[src/timing_pkg.sv]
// Package: constants and enumerations for the instruction cycle timing model
package timing_pkg;

  // ****************************************
  // Instruction classes
  // ****************************************
  typedef enum logic [3:0] {
    CLS_BRANCH    = 4'h0,
    CLS_MONITOR   = 4'h1,
    CLS_STORE_VI  = 4'h2,
    CLS_RESTORE_VI = 4'h3,
    CLS_MOVE_WM   = 4'h4,
    CLS_LOAD_AM   = 4'h5,
    CLS_DEC_ADD   = 4'h6,
    CLS_TABLE_LU  = 4'h7,
    CLS_DIV_ZERO  = 4'h8,
    CLS_EDIT      = 4'h9,
    CLS_PERIPH    = 4'hA,
    CLS_TERM      = 4'hB,
    CLS_CSM       = 4'hC
  } instr_class_e;

  // ****************************************
  // Timing counts in half memory cycles; group, switch, probability and sector constants
  // ****************************************
  localparam logic [15:0] ONE_CYCLE_H = 16'h0002;
  localparam logic [15:0] INTR_CYCLES_H = 16'h0006;
  localparam logic [15:0] TERM_B_CYCLES_H = 16'h0004;
  localparam logic [15:0] ODD_EXTRA_H = 16'h0002;
  localparam int GROUP_CHARS = 4;
  localparam int SENSE_SWITCHES = 8;
  // Remainder correction probability per quotient step, in millionths
  localparam int CORR_PROB_PPM = 5560;
  localparam int SECTOR_W = 2;

  // ****************************************
  // Sequencer states (Gray coded)
  // ****************************************
  typedef enum logic [1:0] {
    ST_IDLE = 2'b00,
    ST_RUN  = 2'b01,
    ST_IO   = 2'b11,
    ST_INTR = 2'b10
  } seq_state_e;

endpackage

[src/cycle_counter.sv]
// Counter of half memory cycles with terminal detection
`timescale 1ns/1ps
`default_nettype none
module cycle_counter #(
  parameter int W = 16
) (
  input wire logic mclk, // Processor clock
  input wire logic rst, // Synchronous reset
  input wire logic ce, // Clock enable
  input wire logic load, // Load new count
  input wire logic [W-1:0] load_val, // Count to load
  input wire logic dec, // Decrement by one half cycle
  output logic zero // Count is zero
);
  logic [W-1:0] cnt_r;

  // ****************************************
  // Counter
  // ****************************************
  assign zero = (cnt_r == '0);

  // Load wins over decrement
  always_ff @(posedge mclk) begin
    if (rst) begin
      cnt_r <= '0;
    end else if (ce) begin
      if (load) begin
        cnt_r <= load_val;
      end else if (dec && !zero) begin
        cnt_r <= cnt_r - W'(1);
      end
    end
  end
endmodule
`default_nettype wire

[src/instr_timing.sv]
// Top module: per-instruction memory-cycle accounting
`timescale 1ns/1ps
`default_nettype none
// Overview of operation
// - Item-marked opcode under trapping runs as sequencing-mode change, one cycle.
// - Each serviced interrupt or monitor-call signal costs three extra cycles; only ext_intr pin interrupts are counted here.
// - Interrupt during transfer with busy channel restarts instruction extraction.
// - After channel character, characters move only in the sector's slot.
// - Branches take one cycle, including all eight sense switch tests.
// - Monitor call takes one cycle; its interrupt is not counted in this block.
// - Store variant: half cycle per character stored or skipped, plus one.
// - Restore variant: half cycle per character referenced, plus one.
// - Moves add one cycle when terminating field length is odd.
// - Decimal add on sign change adds twice the B groups, rounded up.
// - Termination term adds zero in A-field, two when only B-field.
// - Table lookup costs per-scan time times number of scans.
// - Divide by zero takes one plus two per divisor digit pair.
// - Divide estimates use remainder correction probability 0.00556 per step.
// - Edit dollar count is zero when floating dollar sign unused.
module instr_timing
  import timing_pkg::*;
#(
  parameter int LEN_W = 12,
  parameter int CNT_W = 16
) (
  input wire logic mclk, // Processor clock, 250 MHz
  input wire logic rst, // Synchronous reset, active high
  input wire logic ce, // Clock enable
  input wire logic start, // Pulse: begin an instruction
  output logic start_ready, // Ready for a new instruction
  input wire timing_pkg::instr_class_e iclass, // Instruction class
  input wire logic item_mark, // Opcode carries an item mark
  input wire logic im_trap, // Item-mark trapping active
  input wire logic [LEN_W-1:0] len_a, // A-operand length or char count
  input wire logic [LEN_W-1:0] len_b, // B-operand length or dollar/quotient-step count
  input wire logic sign_change, // Result sign differs from original
  input wire logic term_in_a, // Terminating punctuation in A-field
  input wire logic float_dollar, // Floating dollar sign used
  input wire logic [7:0] sense_sw, // Sense switch pins
  input wire logic [LEN_W-1:0] base_cyc, // Cycles until channel char is extracted
  input wire logic [timing_pkg::SECTOR_W-1:0] sector, // Sector bits of control character
  input wire logic [LEN_W-1:0] io_chars, // Characters after the control character
  input wire logic [timing_pkg::SECTOR_W-1:0] slot_sector, // Sector owning current cycle
  input wire logic rwc_busy, // Addressed read/write channel busy
  input wire logic ext_intr, // External interrupt pin
  output logic io_strobe, // Character handed to sector traffic control
  output logic [timing_pkg::SECTOR_W-1:0] io_sector, // Sector of the strobed character
  output logic [7:0] sense_val, // Sense switches tested by branch
  output logic restart, // Pulse: transfer extraction restarts
  output logic done, // Pulse: instruction complete
  output logic [CNT_W-1:0] cycles_half, // Counted time in half cycles
  output logic [31:0] corr_est_ppm // Divide correction estimate, millionths
);
  // ****************************************
  // Declarations
  // ****************************************
  seq_state_e state_r, state_nxt;
  logic [CNT_W-1:0] total_r, load_val;
  logic [LEN_W-1:0] io_left_r;
  logic [2:0] intr_sync_r;
  logic intr_pend_r, intr_edge, cnt_zero, load, csm_trap;
  logic [CNT_W-1:0] half_a, half_b, groups_b, cost_h, tlu_h, edit_h, div_h;
  logic odd_term;
  logic [CNT_W-1:0] io_base_h;
  logic slot_hit;

  // ****************************************
  // Interrupt pin synchroniser and edge
  // ****************************************
  assign intr_edge = intr_sync_r[1] && !intr_sync_r[2];

  always_ff @(posedge mclk) begin
    if (rst) begin
      intr_sync_r <= 3'h0;
    end else if (ce) begin
      intr_sync_r <= {intr_sync_r[1:0], ext_intr};
    end
  end

  // ****************************************
  // Cycle cost decode, in half cycles
  // ****************************************
  assign half_a = CNT_W'(len_a);
  assign half_b = CNT_W'(len_b);
  assign groups_b = CNT_W'((len_b + LEN_W'(GROUP_CHARS - 1)) >> 2);
  assign odd_term = len_a[0];
  assign csm_trap = im_trap && item_mark;
  // Per-scan cost is one half cycle per A and B character
  assign tlu_h = CNT_W'((half_a + half_b) * CNT_W'(base_cyc));
  assign edit_h = (half_a << 1) + (float_dollar ? (half_b << 1) : '0);
  // Pairs of divisor digits, rounded up
  assign div_h = ONE_CYCLE_H + (CNT_W'((len_a + LEN_W'(1)) >> 1) << 2);
  assign io_base_h = CNT_W'(base_cyc) << 1;

  always_comb begin
    cost_h = ONE_CYCLE_H;
    if (csm_trap) begin
      cost_h = ONE_CYCLE_H;
    end else begin
      case (iclass)
        CLS_BRANCH: cost_h = ONE_CYCLE_H;
        CLS_MONITOR: cost_h = ONE_CYCLE_H;
        CLS_STORE_VI: cost_h = half_a + ONE_CYCLE_H;
        CLS_RESTORE_VI: cost_h = half_a + ONE_CYCLE_H;
        CLS_MOVE_WM, CLS_LOAD_AM: cost_h = (half_a << 1) + (odd_term ? ODD_EXTRA_H : '0);
        CLS_DEC_ADD: cost_h = sign_change ? (groups_b << 2) : '0;
        CLS_TABLE_LU: cost_h = tlu_h;
        CLS_DIV_ZERO: cost_h = div_h;
        CLS_EDIT: cost_h = edit_h;
        CLS_PERIPH: cost_h = io_base_h;
        CLS_TERM: cost_h = term_in_a ? '0 : TERM_B_CYCLES_H;
        CLS_CSM: cost_h = ONE_CYCLE_H;
        default: cost_h = ONE_CYCLE_H;
      endcase
    end
  end

  // ****************************************
  // Sequencer
  // ****************************************
  assign start_ready = (state_r == ST_IDLE);
  assign slot_hit = (slot_sector == sector);
  assign io_strobe = (state_r == ST_IO) && slot_hit && (io_left_r != '0) && ce;
  assign io_sector = sector;
  assign load = (state_r == ST_IDLE && start) || (state_r == ST_RUN && intr_pend_r && cnt_zero);
  assign load_val = (state_r == ST_IDLE) ? cost_h : INTR_CYCLES_H;
  assign restart = ce && intr_edge && rwc_busy && (state_r == ST_IO);

  always_comb begin
    state_nxt = state_r;
    case (state_r)
      ST_IDLE: if (start) state_nxt = ST_RUN;
      ST_RUN: begin
        if (cnt_zero) begin
          if (intr_pend_r) begin
            state_nxt = ST_INTR;
          end else if (iclass == CLS_PERIPH && !csm_trap) begin
            state_nxt = ST_IO;
          end else begin
            state_nxt = ST_IDLE;
          end
        end
      end
      ST_IO: begin
        if (restart) begin
          state_nxt = ST_IDLE;
        end else if (io_left_r == '0) begin
          state_nxt = ST_IDLE;
        end
      end
      ST_INTR: if (cnt_zero) state_nxt = ST_IDLE;
      default: state_nxt = ST_IDLE;
    endcase
  end

  cycle_counter #(.W(CNT_W)) u_cnt (
    .mclk(mclk),
    .rst(rst),
    .ce(ce),
    .load(load),
    .load_val(load_val),
    .dec(state_r == ST_RUN || state_r == ST_INTR),
    .zero(cnt_zero)
  );

  // State, accounting and outputs
  always_ff @(posedge mclk) begin
    if (rst) begin
      state_r <= ST_IDLE;
      total_r <= '0;
      io_left_r <= '0;
      intr_pend_r <= 1'b0;
      done <= 1'b0;
      cycles_half <= '0;
      sense_val <= 8'h00;
      corr_est_ppm <= 32'h0;
    end else if (ce) begin
      state_r <= state_nxt;
      done <= 1'b0;
      // Interrupt caught while idle or running is serviced at the end; an edge during IO or INTR is dropped
      if (intr_edge && (state_r == ST_RUN || state_r == ST_IDLE)) begin
        intr_pend_r <= 1'b1;
      end else if (state_r == ST_INTR) begin
        intr_pend_r <= 1'b0;
      end
      if (state_r == ST_IDLE && start) begin
        total_r <= cost_h;
        io_left_r <= io_chars;
        if (iclass == CLS_BRANCH) begin
          sense_val <= sense_sw;
        end
        corr_est_ppm <= 32'(len_b) * 32'(CORR_PROB_PPM);
      end
      if (load && state_r == ST_RUN) begin
        total_r <= total_r + INTR_CYCLES_H;
      end
      if (io_strobe) begin
        io_left_r <= io_left_r - LEN_W'(1);
        total_r <= total_r + ONE_CYCLE_H;
      end else if (state_r == ST_IO) begin
        total_r <= total_r + ONE_CYCLE_H;
      end
      if (state_r != ST_IDLE && state_nxt == ST_IDLE && !restart) begin
        done <= 1'b1;
        cycles_half <= total_r;
      end
    end
  end
endmodule
`default_nettype wire

[config.mk]
export PLATFORM = sky130hd
export DESIGN_NAME = instr_timing
export DESIGN_NICKNAME = d
export VERILOG_FILES = /design/src/timing_pkg.sv /design/src/cycle_counter.sv /design/src/instr_timing.sv
export SDC_FILE = /design/constraint.sdc
export NUM_CORES = 1
export LEC_CHECK = 0
export ABC_AREA = 1
export BUFFER_PORTS_ARGS = -buffer_cell sky130_fd_sc_hd__buf_2
export CAP_MARGIN = 10
export CORE_AREA = 4 4 191 193
export DETAILED_ROUTE_END_ITERATION = 7
export DIE_AREA = 0 0 195 197
export PLACE_DENSITY = 0.61
export SETUP_SLACK_MARGIN = 0.05
export SKIP_LAST_GASP = 1
export SYNTH_ARGS = -nofsm -noshare
export SYNTH_HDL_FRONTEND = slang
export SYNTH_SLANG_ARGS = --single-unit
export TNS_END_PERCENT = 50
[constraint.sdc]
create_clock -name mclk -period 18.7 [get_ports mclk]
set_input_delay 0.935 -clock mclk [delete_from_list [all_inputs] [get_ports mclk]]
set_output_delay 0.935 -clock mclk [all_outputs]
set_load 0.005 [all_outputs]
==> metrics.txt <==
status finished, final reports clean; drt drc 0; Crit Path Category in -> reg; Die X 195 um; Ports 137; commonest non-fill, non-tap cells in the layout inv_1 (410), nand2_1 (380), nor2_1 (157); r2r setup slk 14,770 ps; part of the cycle the worst path needs 38.4%; area of the core 34,500 um2; Largest stage delay, worst path 760 ps; Multi-input gate area 9970 um2; total congestion overflow 0; routability cong. 0.936; combinational power share 78.7%; internal power 910 uW; flops & latches, synth 97; Static Leakage 0.00791 uW; Final Hold Fails 0; crit end category flip-flop; Initial Utilization 39.8%; largest net degree at the start of global routing 43; Routed WL per cell 16.4 um; Slew Viols, Final 0; crit path max fanout 14; Worst Tran Pin Value 1040 ps; Clock Sinks 97; Cells after Synth 1,990; vias per std cell 5.13; worst r2r dst io_left_r[1]; post-layout minimum cycle time 7180 ps; Layout fillers 3,757; hold depth 2; hold_buf cts 0; Startpoint Class input pin; setup ws final 11,520 ps; Netlist cell types 50; Clk pwr share 9.2%; Setup Fix Bufs, Post-CTS 0; HP Start total_r[10]; Reg2Reg Depth 8; Reg area 1940 um2; worst vdd ir 0.000118 V; synthesized area per cell 6.91 um2; Power Density 132 nW/um2; Worst path slowest cell xnor2_1; Sequential Power Share 12.1%; chip height 197 um; pre-CTS WS 11,160 ps; TNS Setup 0 ps; maximum capacitance violations 0; Area growth, synth to finish 9.18%; initial antenna violation count 8; register area share after synthesis 14.1%; floorplan row count 68; FMAX 0.139 GHz; I/O Buffers 126; Pre-Repair DR Iteration Count 5; routed via count 13,036; Worst EP arrival 7460 ps; number of global-route vias before repair 12,991; Synth Flop Type dfxtp_1; Final ANT Viol Nets 0; total number of H-tree levels 3; clock-pin slew on the worst setup and hold paths 70 ps; NetSw 1070 uW; number of buffers on the longest clock path 2; Hold Path End total_r[10]; max_slew headroom 30.3%; TritonCTS clock tree built; Hold Slack 474 ps; most common cell after layout, fill and taps aside inv_1; layout cells sized above 1 8.35%; CTS Root Cell clkbuf_16; final wirelength 41,600 um; Final #Nets 2,422; HP Class reg -> reg; sw frac 54.1%; Worst Path Required 18,980 ps; Synth Warn # 0; Skew-Pair Late Insertion Delay 350 ps; gr usage total 21.4%; Setup Viol. Count Final 0; Post-Syn Area 13,800 um2; unrepaired setup endpoints after global routing false; fraction of registers with async set/reset 0%; post_cts resized 0; CTS Buf Count 9; global-route wire length before repair 68,000 um; die area 38,400 um2; RR Startpoint state_r[1]; hpwl dp 34,100 um; DRT iter0 DRCs 822; Final Skew 7.16 ps; CP most frequent cell nand2_1; EDFF count, synth 0
## cells by family (layout without fill, tap and decap cells)
group | after synthesis | after routing | share of synthesized area (%)
and+or+nand+nor | 705 | 705 | 21.8
buffers and inverters | 480 | 566 | 13.7
AOI/OAI and AO/OA | 379 | 379 | 15.6
DFF | 97 | 97 | 14.1
adders and majority gates | 267 | 267 | 30.9
xor gates and xnor gates | 61 | 61 | 3.88
other | 1 | 12 | 0.0273
## worst max-delay path, delay by kind of cell
family	cells	cell delay, ps
adders and majority gates	8	3220
buffers and inverters	5	640
AOI/OAI and AO/OA	6	1010
xor gates and xnor gates	1	760
and+or+nand+nor	11	870
## synthesized netlist by cell type, types with 8 or more instances
library cell	n	area, um2
inv_1	411	1540
nand2_1	380	1430
nor2_1	158	593
ha_1	145	1810
a21oi_1	138	691
o21ai_0	125	626
fa_1	122	2440
dfxtp_1	97	1940
nand3_1	80	400
xor2_1	46	403
clkbuf_1	39	146
nand4_1	28	175
a31oi_1	23	144
nor3_1	23	115
o21bai_1	19	143
o211ai_1	17	128
o21ai_1	17	85.1
buf_4	15	113
xnor2_1	15	131
a221oi_1	10	87.6
nor4_1	8	50.1
o2111ai_1	8	70.1
## worst max path at each step
stage / start / endpoint / slack [ps]
finish: len_a[0] / total_r[14] / 11520
global route: len_a[0] / total_r[13] / 10900
CTS: len_a[0] / total_r[13] / 11520
detailed placement: len_a[0] / total_r[13] / 11160
global placement: len_a[0] / total_r[13] / 11300
floorplan: len_a[0] / total_r[13] / 12090
## power by group through the flow
stage	clock [uW]	combinational, uW	sequential, uW
global placement	0	1550	244
global route	194	1800	242
CTS	186	1570	239
detailed placement	0	1560	244
finish	182	1560	240
floorplan	0	1160	242
## layer usage
metal / GRT usage [%] / part of all wire [%]
met4: 5.30 / 2.4
met2: 36.8 / 47
met5: 0 / 0.16
met1: 28.2 / 45
met3: 3.62 / 5.6
## cell type report
class                   count  area share, %
well taps                 455           3.79
repair buffers            132           4.50
inverters                 418           10.4
flip-flops and latches     97           12.9
diodes                      2         0.0333
clock inverters             6          0.333
multi-input cells        1422           66.4
clock buffers              10           1.59
## stage by stage
stage          utilization [%]  instances  total power, uW  cell area, um2
3_3_place_gp              42.6       2524             1790           14700
3_5_place_dp              42.6       2524             1810           14700
2_1_floorplan                -       1999             1400           13800
4_1_cts                   43.5       2540             2000           15000
5_1_grt                   43.5       2542             2230           15000
6_report                  43.5       2542             1980           15000
## state kept, by name (all words and copies together) (netlist names)
signal,cells
corr_est_ppm,22
u_cnt.cnt_r,16
state_r,2
cycles_half,16
total_r,16
intr_sync_r,3
done,1
sense_val,8
intr_pend_r,1
io_left_r,12
Note: power is estimated with default switching activity, not from simulation.
